==> src/rtl/tlic_pkg.sv <==
// shared constants and types for the two-level interrupt controller
package tlic_pkg;
   localparam logic [7:0] TLIC_OFF_MAIN_CTL = 8'h00;
   localparam logic [7:0] TLIC_OFF_RESET_CTL = 8'h04;
   localparam logic [7:0] TLIC_OFF_SEL = 8'h08;
   localparam logic [7:0] TLIC_OFF_PFLAG = 8'h0C;
   localparam logic [7:0] TLIC_OFF_PEN = 8'h10;
   localparam logic [7:0] TLIC_OFF_PLVL = 8'h14;
   localparam logic [7:0] TLIC_OFF_STATUS = 8'h18;
   localparam logic [7:0] TLIC_OFF_PORT = 8'h1C;
   localparam int TLIC_BIT_PRIO_ON = 7;
   localparam int TLIC_BIT_EDGE_SEL = 6;
   localparam int TLIC_BIT_T0_LVL = 2;
   localparam int TLIC_BIT_RB_LVL = 0;
   localparam int TLIC_BIT_ST_LO = 0;
   localparam int TLIC_BIT_ST_HI = 1;
   localparam logic [7:0] TLIC_RST_MAIN_CTL = 8'h00;
   localparam logic [7:0] TLIC_RST_RESET_CTL = 8'h00;
   localparam logic [7:0] TLIC_RST_SEL = 8'h45;
   localparam logic [20:0] TLIC_VEC_HI = 21'h000008;
   localparam logic [20:0] TLIC_VEC_LO = 21'h000018;
   typedef struct packed {
      logic glb_hi_on;
      logic glb_lo_on;
      logic t0_en;
      logic int0_en;
      logic rb_en;
      logic t0_flag;
      logic int0_flag;
      logic rb_flag;
   } tlic_main_ctl_t;
   typedef struct packed {
      logic [7:0] addr;
      logic write;
      logic [31:0] wdata;
   } tlic_apb_req_t;
   typedef enum logic [3:0] {
      TLIC_ST_IDLE = 4'h1,
      TLIC_ST_LO = 4'h2,
      TLIC_ST_HI = 4'h4,
      TLIC_ST_HILO = 4'h8
   } tlic_state_t;
endpackage

==> src/rtl/tlic_top.sv <==
// two-level prioritised interrupt controller with apb register access
// Functional notes
// - priority mode vectors high 0008h, low 0018h
// - high request preempts running low routine
// - each source has flag, enable, level; external line zero has no level
// - priority mode only when priority_scheme_on set
// - high_level/low_level enables gate by level
// - flag, enable, global all set: vector
// - level bits ignored in compatibility mode
// - compat: bit6 peripheral gate, bit7 global
// - compat: every interrupt vectors to 0008h
// - accept clears the governing global enable
// - no low service during high routine
// - accept pushes return address, loads vector
// - return restores pc and re-arms enable
// - pin interrupt latency three to four instructions
// - flags set regardless of any enable
// - bit7 enables high level; zero disables all
// - bit6 enables low level sources
// - main register enable and flag layout
// - port change flag follows upper nibble mismatch
// - two global enables, per-source masks remain
// - edge select one rising, zero falling
`timescale 1ns/1ps
module tlic_top
   import tlic_pkg::*;
#(
   parameter int NPER = 8,
   parameter int AW = 21
) (
   input wire logic pclk,
   input wire logic presetn,
   input wire logic psel,
   input wire logic penable,
   input wire logic pwrite,
   input wire logic [31:0] paddr,
   input wire logic [31:0] pwdata,
   output logic [31:0] prdata,
   output logic pready,
   output logic pslverr,
   input wire logic ext_line_zero_pin,
   input wire logic [3:0] upper_port_nibble,
   input wire logic timer_zero_ovf,
   input wire logic [NPER-1:0] periph_event,
   input wire logic instr_boundary,
   input wire logic return_from_service,
   input wire logic [AW-1:0] return_addr,
   output logic pc_load,
   output logic [AW-1:0] pc_load_addr,
   output logic hi_in_service,
   output logic lo_in_service
);
   initial begin
      if (NPER < 1 || NPER > 24) begin
         $error("NPER must be 1 to 24");
      end
      if (AW < 8 || AW > 32) begin
         $error("AW must be 8 to 32");
      end
   end

   tlic_main_ctl_t main_ctl_reg;
   tlic_main_ctl_t main_ctl_next;
   logic [7:0] rctl_reg;
   logic [7:0] sel_reg;
   logic [NPER-1:0] pflag_reg;
   logic [NPER-1:0] pen_reg;
   logic [NPER-1:0] plvl_reg;
   tlic_state_t state_reg;
   tlic_state_t state_next;
   logic [AW-1:0] stack_reg [2];
   logic [2:0] ext_sync_reg;
   logic ext_lvl_reg;
   logic [2:0] port_sync_reg [4];
   logic [3:0] port_lvl_reg;
   logic [3:0] port_snap_reg;
   logic [31:0] prdata_reg;
   logic pready_reg;
   logic pslverr_reg;
   logic pc_load_reg;
   logic [AW-1:0] pc_addr_reg;
   logic hi_srv_reg;
   logic lo_srv_reg;

   tlic_apb_req_t req;
   logic access;
   logic done;
   logic wr_done;
   logic rd_done;
   logic mapped;
   logic [31:0] rd_val;
   logic prio_on;
   logic ext_edge;
   logic [3:0] port_lvl_next;
   logic port_mismatch;
   logic [2:0] core_pend;
   logic [2:0] core_lvl;
   logic [2:0] core_periph;
   logic [NPER-1:0] per_pend;
   logic hi_req;
   logic lo_req;
   logic take_hi;
   logic take_lo;
   logic take;
   logic stack_pop_idx;

   assign req = '{addr: paddr[7:0], write: pwrite, wdata: pwdata};
   assign access = psel && penable;
   // one wait state keeps read data coming straight from a flop
   assign done = access && pready_reg;
   assign wr_done = done && req.write && mapped;
   assign rd_done = done && !req.write && mapped;
   assign mapped = (paddr[31:8] == 24'h000000) && (paddr[1:0] == 2'b00) && (paddr[7:0] <= TLIC_OFF_PORT);

   assign prio_on = rctl_reg[TLIC_BIT_PRIO_ON];

   always_comb begin
      rd_val = 32'h00000000;
      case (req.addr)
         TLIC_OFF_MAIN_CTL: rd_val[7:0] = main_ctl_reg;
         TLIC_OFF_RESET_CTL: rd_val[7:0] = rctl_reg;
         TLIC_OFF_SEL: rd_val[7:0] = sel_reg;
         TLIC_OFF_PFLAG: rd_val[NPER-1:0] = pflag_reg;
         TLIC_OFF_PEN: rd_val[NPER-1:0] = pen_reg;
         TLIC_OFF_PLVL: rd_val[NPER-1:0] = plvl_reg;
         TLIC_OFF_STATUS: begin
            rd_val[TLIC_BIT_ST_LO] = (state_reg == TLIC_ST_LO) || (state_reg == TLIC_ST_HILO);
            rd_val[TLIC_BIT_ST_HI] = (state_reg == TLIC_ST_HI) || (state_reg == TLIC_ST_HILO);
         end
         TLIC_OFF_PORT: rd_val[3:0] = port_lvl_reg;
         default: rd_val = 32'h00000000;
      endcase
   end

   always_ff @(posedge pclk or negedge presetn) begin
      if (!presetn) begin
         pready_reg <= 1'b0;
         pslverr_reg <= 1'b0;
         prdata_reg <= 32'h00000000;
      end else begin
         pready_reg <= access && !pready_reg;
         pslverr_reg <= access && !pready_reg && !mapped;
         if (access && !pready_reg) begin
            prdata_reg <= mapped && !req.write ? rd_val : 32'h00000000;
         end
      end
   end

   // pin input: three flops, a level counts once stages two and three agree
   always_ff @(posedge pclk or negedge presetn) begin
      if (!presetn) begin
         ext_sync_reg <= 3'h0;
         ext_lvl_reg <= 1'b0;
      end else begin
         ext_sync_reg <= {ext_sync_reg[1:0], ext_line_zero_pin};
         if (ext_sync_reg[1] == ext_sync_reg[2]) begin
            ext_lvl_reg <= ext_sync_reg[2];
         end
      end
   end

   assign ext_edge = (ext_sync_reg[1] == ext_sync_reg[2]) && (ext_sync_reg[2] != ext_lvl_reg) &&
      (ext_sync_reg[2] == sel_reg[TLIC_BIT_EDGE_SEL]);

   genvar gb;
   generate
      for (gb = 0; gb < 4; gb++) begin : g_port
         always_ff @(posedge pclk or negedge presetn) begin
            if (!presetn) begin
               port_sync_reg[gb] <= 3'h0;
            end else begin
               port_sync_reg[gb] <= {port_sync_reg[gb][1:0], upper_port_nibble[gb]};
            end
         end
         assign port_lvl_next[gb] = (port_sync_reg[gb][1] == port_sync_reg[gb][2]) ?
            port_sync_reg[gb][2] : port_lvl_reg[gb];
      end
   endgenerate

   always_ff @(posedge pclk or negedge presetn) begin
      if (!presetn) begin
         port_lvl_reg <= 4'h0;
         port_snap_reg <= 4'h0;
      end else begin
         port_lvl_reg <= port_lvl_next;
         // reading the port ends the mismatch
         if (rd_done && req.addr == TLIC_OFF_PORT) begin
            port_snap_reg <= port_lvl_reg;
         end
      end
   end

   assign port_mismatch = port_lvl_reg != port_snap_reg;

   always_ff @(posedge pclk or negedge presetn) begin
      if (!presetn) begin
         rctl_reg <= TLIC_RST_RESET_CTL;
         sel_reg <= TLIC_RST_SEL;
         pen_reg <= '0;
         plvl_reg <= '0;
      end else if (wr_done) begin
         case (req.addr)
            TLIC_OFF_RESET_CTL: rctl_reg <= req.wdata[7:0] & 8'h80;
            TLIC_OFF_SEL: sel_reg <= req.wdata[7:0];
            TLIC_OFF_PEN: pen_reg <= req.wdata[NPER-1:0];
            TLIC_OFF_PLVL: plvl_reg <= req.wdata[NPER-1:0];
            default: ;
         endcase
      end
   end

   // peripheral flags: an event on the same edge as a clear wins
   genvar gp;
   generate
      for (gp = 0; gp < NPER; gp++) begin : g_pflag
         always_ff @(posedge pclk or negedge presetn) begin
            if (!presetn) begin
               pflag_reg[gp] <= 1'b0;
            end else if (periph_event[gp]) begin
               pflag_reg[gp] <= 1'b1;
            end else if (wr_done && req.addr == TLIC_OFF_PFLAG) begin
               pflag_reg[gp] <= req.wdata[gp];
            end
         end
         assign per_pend[gp] = pflag_reg[gp] && pen_reg[gp];
      end
   endgenerate

   // core sources: timer zero, external line zero, port change
   assign core_pend = {main_ctl_reg.t0_flag && main_ctl_reg.t0_en,
      main_ctl_reg.int0_flag && main_ctl_reg.int0_en,
      main_ctl_reg.rb_flag && main_ctl_reg.rb_en};
   // external line zero has no level select and always runs high
   assign core_lvl = {sel_reg[TLIC_BIT_T0_LVL], 1'b1, sel_reg[TLIC_BIT_RB_LVL]};
   assign core_periph = 3'b000;

   always_comb begin
      hi_req = 1'b0;
      lo_req = 1'b0;
      if (prio_on) begin
         // bit7 low stops everything, bit6 only the low level
         hi_req = main_ctl_reg.glb_hi_on && ((|(core_pend & core_lvl)) || (|(per_pend & plvl_reg)));
         lo_req = main_ctl_reg.glb_hi_on && main_ctl_reg.glb_lo_on &&
            ((|(core_pend & ~core_lvl)) || (|(per_pend & ~plvl_reg)));
         lo_req = lo_req && (state_reg == TLIC_ST_IDLE);
         hi_req = hi_req && (state_reg == TLIC_ST_IDLE || state_reg == TLIC_ST_LO);
      end else begin
         // level bits play no part here
         hi_req = main_ctl_reg.glb_hi_on && ((|(core_pend & ~core_periph)) ||
            (main_ctl_reg.glb_lo_on && (|per_pend)));
      end
   end

   // accept only at an instruction boundary, so a multi-cycle instruction can delay acceptance by a cycle
   assign take_hi = instr_boundary && !return_from_service && hi_req;
   assign take_lo = instr_boundary && !return_from_service && lo_req && !hi_req;
   assign take = take_hi || take_lo;

   always_comb begin
      main_ctl_next = main_ctl_reg;
      if (wr_done && req.addr == TLIC_OFF_MAIN_CTL) begin
         main_ctl_next = tlic_main_ctl_t'(req.wdata[7:0]);
      end
      if (return_from_service) begin
         if (state_reg == TLIC_ST_LO && prio_on) begin
            main_ctl_next.glb_lo_on = 1'b1;
         end else if (state_reg != TLIC_ST_IDLE) begin
            main_ctl_next.glb_hi_on = 1'b1;
         end
      end
      if (take_hi) begin
         main_ctl_next.glb_hi_on = 1'b0;
      end
      if (take_lo) begin
         main_ctl_next.glb_lo_on = 1'b0;
      end
      main_ctl_next.t0_flag = main_ctl_next.t0_flag || timer_zero_ovf;
      main_ctl_next.int0_flag = main_ctl_next.int0_flag || ext_edge;
      main_ctl_next.rb_flag = main_ctl_next.rb_flag || port_mismatch;
   end

   always_ff @(posedge pclk or negedge presetn) begin
      if (!presetn) begin
         main_ctl_reg <= tlic_main_ctl_t'(TLIC_RST_MAIN_CTL);
      end else begin
         main_ctl_reg <= main_ctl_next;
      end
   end

   always_comb begin
      state_next = state_reg;
      case (state_reg)
         TLIC_ST_IDLE: begin
            if (take_hi) begin
               state_next = TLIC_ST_HI;
            end else if (take_lo) begin
               state_next = TLIC_ST_LO;
            end
         end
         TLIC_ST_LO: begin
            if (return_from_service) begin
               state_next = TLIC_ST_IDLE;
            end else if (take_hi) begin
               state_next = TLIC_ST_HILO;
            end
         end
         TLIC_ST_HI: begin
            if (return_from_service) begin
               state_next = TLIC_ST_IDLE;
            end
         end
         TLIC_ST_HILO: begin
            if (return_from_service) begin
               state_next = TLIC_ST_LO;
            end
         end
         default: state_next = TLIC_ST_IDLE;
      endcase
   end

   always_ff @(posedge pclk or negedge presetn) begin
      if (!presetn) begin
         state_reg <= TLIC_ST_IDLE;
      end else begin
         state_reg <= state_next;
      end
   end

   // one return slot per level; nesting never goes deeper than low under high
   assign stack_pop_idx = (state_reg == TLIC_ST_HI) || (state_reg == TLIC_ST_HILO);

   always_ff @(posedge pclk or negedge presetn) begin
      if (!presetn) begin
         stack_reg[0] <= '0;
         stack_reg[1] <= '0;
      end else if (take) begin
         stack_reg[take_hi] <= return_addr;
      end
   end

   always_ff @(posedge pclk or negedge presetn) begin
      if (!presetn) begin
         pc_load_reg <= 1'b0;
         pc_addr_reg <= '0;
      end else begin
         pc_load_reg <= take || (return_from_service && state_reg != TLIC_ST_IDLE);
         if (take_hi) begin
            pc_addr_reg <= AW'(TLIC_VEC_HI);
         end else if (take_lo) begin
            pc_addr_reg <= AW'(TLIC_VEC_LO);
         end else if (return_from_service && state_reg != TLIC_ST_IDLE) begin
            pc_addr_reg <= stack_reg[stack_pop_idx];
         end
      end
   end

   // service levels kept in their own flops so the core never sees decode glitches
   always_ff @(posedge pclk or negedge presetn) begin
      if (!presetn) begin
         hi_srv_reg <= 1'b0;
         lo_srv_reg <= 1'b0;
      end else begin
         hi_srv_reg <= (state_next == TLIC_ST_HI) || (state_next == TLIC_ST_HILO);
         lo_srv_reg <= (state_next == TLIC_ST_LO) || (state_next == TLIC_ST_HILO);
      end
   end

   assign prdata = prdata_reg;
   assign pready = pready_reg;
   assign pslverr = pslverr_reg;
   assign pc_load = pc_load_reg;
   assign pc_load_addr = pc_addr_reg;
   assign hi_in_service = hi_srv_reg;
   assign lo_in_service = lo_srv_reg;
endmodule

==> config.mk <==
export PLATFORM = sky130hd
export DESIGN_NAME = tlic_top
export DESIGN_NICKNAME = d
export VERILOG_FILES = /design/src/rtl/tlic_pkg.sv /design/src/rtl/tlic_top.sv
export SDC_FILE = /design/constraint.sdc
export NUM_CORES = 1
export LEC_CHECK = 0
export BUFFER_PORTS_ARGS = -buffer_cell sky130_fd_sc_hd__clkbuf_2
export CAP_MARGIN = 30
export CORE_MARGIN = 4
export CORE_UTILIZATION = 25
export CTS_CLUSTER_DIAMETER = 40
export CTS_CLUSTER_SIZE = 10
export DETAILED_ROUTE_END_ITERATION = 10
export SYNTH_ARGS = -nofsm -noshare
export SYNTH_HDL_FRONTEND = slang
export SYNTH_SLANG_ARGS = --single-unit
==> constraint.sdc <==
create_clock -name pclk -period 3.3 [get_ports pclk]
set_input_delay 0.66 -clock pclk [delete_from_list [all_inputs] [get_ports pclk]]
set_output_delay 0.66 -clock pclk [all_outputs]
set_load 0.1 [all_outputs]
# == After elaboration in Yosys (flattened, before gate mapping) ==
# Index checks and enable logic that the tools add are counted.
# op_classes
n_lt_le_gt_ge,4
n_eq_ne,23
n_mux,45
bitwise,8
n_reduce_logical,81
# op_table
op,count
2-to-1 mux 21 bit,7
bitwise mux 42 bit,1
logical AND 1 bit,41
"== test 8 x 5 -> 1 bit, second input constant",4
zero test 24 bit,1
2-to-1 mux 4 bit,6
one-hot mux 4 bit (6 select lines),1
OR reduction 8 bit,3
2-to-1 mux 1 bit,23
demux 21 bit (select 1 bit),1
AND 8 bit,2
"== test 8 x 4 -> 1 bit, second input constant",2
2-to-1 mux 8 bit,2
one-hot mux 4 bit (4 select lines),1
nonzero test 2 bit,8
one-hot mux 2 bit (7 select lines),1
logical OR 1 bit,13
one-hot mux 2 bit (6 select lines),1
OR reduction 3 bit,3
"== test 4 x 2 -> 1 bit, second input constant",2
"== test 4 x 3 -> 1 bit, second input constant",2
"== test 4 bit, second input constant",2
"== test 8 x 3 -> 1 bit, second input constant",1
"less-or-equal comparator 8 x 5 -> 1 bit, second input constant",1
17 further kinds,32
# word_totals
register_bits,169
input_bits,106
out_inout_bits,58
wordCells,202

# == Depth between registers and ports, before layout ==
# depth
depth_word,14
depth_mapped,9
mapped_depth_nobuf,6

# == Least setup slack after synthesis ==
# OpenSTA, ideal clock, no wires.
# synth_timing
path_type,in2reg
startpoint,input paddr[0]
endpoint,register plvl_reg[0]
setup_ns,0.125
t_arrival_ns,2.377
required_time_ns,3.175
path_slack_ns,0.798
stages,5
path_buffers,0
cell_sequence,or4_4 -> nor4b_2 -> nor4b_4 -> nand3_4 -> mux2_4
# synth_via
elab_chain_len,5
word_cells_on_any_way,7
classes_between,order compare: 1; eq/ne: 1; reduce/logical: 5
# synth_lines
element,line_no,text
"start, declared",tlic_top.sv:36,"input wire logic [31:0] paddr,"
"parallel branches: the longest is 4 deep, another holds less-or-equal comparator 8 x 5 -> 1 bit",--,
AND reduction 2 bit (no source line) *,--,
"end signal, assigned",tlic_top.sv:206,TLIC_OFF_PLVL: plvl_reg <= req.wdata[NPER-1:0];
"end, declared",tlic_top.sv:68,logic [NPER-1:0] plvl_reg;
# Every way passes the cells marked *.
# A chain may end at the register's enable or synchronous reset.

# == Final worst setup path ==
# layout_timing
startpoint,register state_reg[0]
endpoint,"register pc_addr_reg[14], in the netlist pc_load_addr[14]"
# layout_via
elab_chain_len,9
word_cells_on_any_way,24
classes_between,eq/ne: 5; mux: 8; bitwise: 1; reduce/logical: 10
# layout_lines
element,line_no,text
"start, declared",tlic_top.sv:69,tlic_state_t state_reg;
"start signal, assigned",tlic_top.sv:325,state_reg <= state_next;
== test 4 x 3 -> 1 bit or == test 4 bit (tied branches),tlic_top.sv:330,assign stack_pop_idx = (state_reg == TLIC_ST_HI) || (state_reg == TLIC_ST_HILO);
logical OR 1 bit,tlic_top.sv:330,
inverter 1 -> 2 bit (implied by the code),tlic_top.sv:352,pc_addr_reg <= stack_reg[stack_pop_idx];
2-to-1 mux 21 bit (implied by the code) (3 in series),tlic_top.sv:352,
2-to-1 mux 21 bit,tlic_top.sv:351,end else if (return_from_service && state_reg != TLIC_ST_IDLE) begin
2-to-1 mux 21 bit,tlic_top.sv:349,end else if (take_lo) begin
2-to-1 mux 21 bit,tlic_top.sv:347,if (take_hi) begin
"end signal, assigned",tlic_top.sv:348,pc_addr_reg <= AW'(TLIC_VEC_HI);
"end signal, assigned",tlic_top.sv:350,pc_addr_reg <= AW'(TLIC_VEC_LO);
"end signal, assigned",tlic_top.sv:352,
"end, declared",tlic_top.sv:81,logic [AW-1:0] pc_addr_reg;
# Several ways; a longest one is shown, not always the timed one. The select of a mux whose other input is x is not followed.

==> run metrics <==
cell types occupying the most area after synthesis dfrtp_1 (52%), mux2_2 (7.1%), mux2i_1 (5.3%); violation count after the first detailed-route iteration 198; time the worst path needs with I/O delays and setup 2.681 ns; utilization after layout 0.3069; first-pass iteration count of the detailed router 5; summed negative setup slack over all endpoints 0 ns; die width 173.1 µm; required time at the endpoint of the critical path 3.58 ns; wire length of the first global-routing pass 27300 µm; Leakage 4.106 nW; mean cell area of the mapped netlist 11.93 µm²; routed wire length per instance 15.93 µm; overall overflow remaining after global route 0; crit path cell chain or4b_1 -> nor3_1 -> o31ai_1 -> a31oi_4 -> or2_1 -> buf_12 -> o22ai_1; RR Endpoint pc_load_addr[14]; maximum number of buffers from clock root to sink 2; number of clock sinks 145; count of H-tree levels built during CTS 4; maximum clock frequency 373.0 MHz; ports placed on the boundary 164; Total Nets Final 795; sequential element share of the synthesized area 0.5332; Cell Area, Synth 6814 µm²; commonest cells in the netlist dfrtp_1 (141), nand2_1 (46), mux2_2 (43), mux2i_1 (36); vertical die dimension 173.1 µm; total setup violations reported at the end of the flow 0; number of synthesized flops with an enable pin 0; critical path launch point type flip-flop; Reg2Reg Setup Slack 0.62 ns; critical path capture point pc_load_addr[14]; Compound-Gate Fraction of Synth Area 0.08777; r2r worst-path depth 7; die footprint 29960 µm²; CTS root buffer clkbuf_16; RR Startpoint state_reg[0]; parity-gate share of the synthesized area counting xor and xnor cells 0.008997; clk slew on worst S/H paths 0.06 ns; Crit. End Element flip-flop; total power density per cell area 468.0 nW/µm²; number of antenna violations at the first check in global routing 1; post-synthesis instance total 571; final period utilization 0.8124; Core Region 26880 µm²; Synth Area in Adders 0.007345; final weighted congestion in routability-driven placement 0.8377; unique cell type count in the Yosys netlist 59; initial standard-cell utilization of the core 0.2535; vias in the first global route 4817; status finished clean; max-slew violation count 0; slew at the pin with the worst max-slew slack 0.7725 ns; DRC errors left 0; total clock buffers created by CTS 17; async set-or-reset flop fraction in the synthesized netlist 1.000; CTS tree done; via count of the routed design 4741; final hold violation count 0; number of antenna-violating nets in the routed design 0; buffers inserted during post-CTS setup optimization 0; most instantiated flip-flop cell in the synthesis netlist dfrtp_1; multiplexer share of the synthesized area 0.1873; largest family of logic cells by synthesized area multiplexers; maximum resistive drop on vdd 0.0002648 V; Global Route Usage Sum 0.1139; HPWL reported at the end of detailed placement 11980 µm; layout overhead on the synthesized area 21.06%; cell type with the highest aggregate area in the netlist dfrtp_1; worst slew slack as a fraction of its limit 0.4850; slowest cell on the critical path dfstp_2; fraction of layout cells with a size suffix above 1 0.3248; critical path data arrival time 2.96 ns; number of diodes 0; Crit path largest cell delay 0.61 ns; crit path max fanout 15; number of buffer cells added on primary ports 115; type of the most critical hold path input pin to asynchronous set/reset pin; type of the setup path with the least slack flip-flop to flip-flop; # rows 60; reported max-cap violation count 0; max FFs per register 42; number of gates resized after CTS 0; post-synthesis share of cell area spent on and, or, nand and nor gates 0.1232; Routed WL 16620 µm; Seq cells post-synth 145; proportion of netlist area held by the largest area contributor 0.5178; Layout Skew 0.01286 ns; RSZ-0062 raised after global routing false; largest net degree at the start of global routing 68; Critical path origin state_reg[0]; CTS Hold Buffers Added 0; clock latency reported for the late side of the worst-skew pair 0.43 ns; number of warnings reported in the yosys synthesis log 0; dominant cell by count in the synthesized netlist dfrtp_1; detailed-route vias per instance 4.546
-- worst max-delay path: cells and delay by family, from the launching register on --
family	cells	cell delay, ns
flops	1	0.61
compound gates	3	0.58
simple gates	3	1.15
buf+inv	1	0.20
-- layout by cell type, fill, tap and decap left out, drive strengths merged, types with 3 or more instances in the layout --
| cell type | Yosys | layout |
|---|---|---|
| o22ai | 21 | 21 |
| xnor2 | 7 | 7 |
| a211o | 12 | 12 |
| nand2 | 48 | 48 |
| nor3 | 10 | 10 |
| a22o | 4 | 4 |
| buf | 39 | 15 |
| nor2b | 5 | 5 |
| o21ai | 15 | 15 |
| a22oi | 3 | 3 |
| maj3 | 5 | 5 |
| clkbuf | 14 | 134 |
| a21oi | 12 | 12 |
| nand3 | 19 | 19 |
| nor2 | 25 | 25 |
| clkinv | 0 | 6 |
| nor4 | 9 | 9 |
| mux2i | 36 | 36 |
| dfrtp | 141 | 141 |
| or3 | 3 | 3 |
| dfstp | 4 | 4 |
| conb | 1 | 24 |
| nand4 | 6 | 6 |
| inv | 10 | 11 |
| mux2 | 77 | 77 |
| nand2b | 3 | 3 |
| clkinvlp | 0 | 5 |
| nand3b | 11 | 11 |
| a221o | 3 | 3 |
-- where the power goes --
group          switching, mW  internal, mW  total, mW
Sequential            0.0154          1.80       1.81
Clock                  0.778         0.960       1.74
Combinational          0.236        0.0736      0.310
Total                   1.03          2.83       3.86
-- cell type report --
| cell class | instances | area, µm² |
|---|---|---|
| clock buffers | 20 | 436.7 |
| well taps | 341 | 426.7 |
| inverters | 10 | 37.54 |
| multi-input cells | 386 | 2915 |
| fillers | 2761 | 18630 |
| flip-flops and latches | 145 | 3633 |
| repair buffers | 129 | 711.9 |
| clock inverters | 12 | 87.58 |
-- kinds of logic (layout without fill, tap and decap cells) --
logic type / Yosys count / after routing
flops: 145 / 145
simple gates: 152 / 152
xor+xnor: 7 / 7
compound gates: 84 / 84
other cells: 1 / 24
buf+inv: 63 / 171
mux: 114 / 114
fa+ha+maj: 5 / 5
-- per-layer routing --
metal  wire, µm  track usage  part of all wire  vias up
met2       7485       0.1734              0.45      150
met4        161      0.02893            0.0097        2
met1       7746       0.1555              0.47     2321
met5         13            0           0.00078        -
met3       1209      0.04001             0.073       16
li1           -            -                 -     2252
-- metrics by stage --
| stage | hold WS (ns) | instance area, µm² | total power, mW | setup WS [ns] | cells |
|---|---|---|---|---|---|
| 4_1_cts | 0.2518 | 8249 | 3.921 | 0.6424 | 1043 |
| 3_3_place_gp | 0.3361 | 7725 | 2.156 | 0.4734 | 1011 |
| 5_1_grt | 0.2712 | 8249 | 4.021 | 0.5378 | 1043 |
| 2_1_floorplan | 0.3312 | 6900 | 2.057 | 0.7982 | 594 |
| 3_5_place_dp | 0.3347 | 7725 | 2.159 | 0.4701 | 1011 |
| 6_report | 0.2287 | 8249 | 3.860 | 0.6190 | 1043 |
-- worst min path at each step --
stage / from / to / slack (ns)
final: presetn / stack_reg[28] / 0.23
after CTS: presetn / stack_reg[3] / 0.25
after global placement: port_sync_reg[9] / port_sync_reg[10] / 0.34
after floorplan: ext_sync_reg[0] / ext_sync_reg[1] / 0.33
after global routing: presetn / stack_reg[28] / 0.27
after detailed placement: port_sync_reg[3] / port_sync_reg[4] / 0.33
No activity file was read; power rests on OpenSTA's default activity.
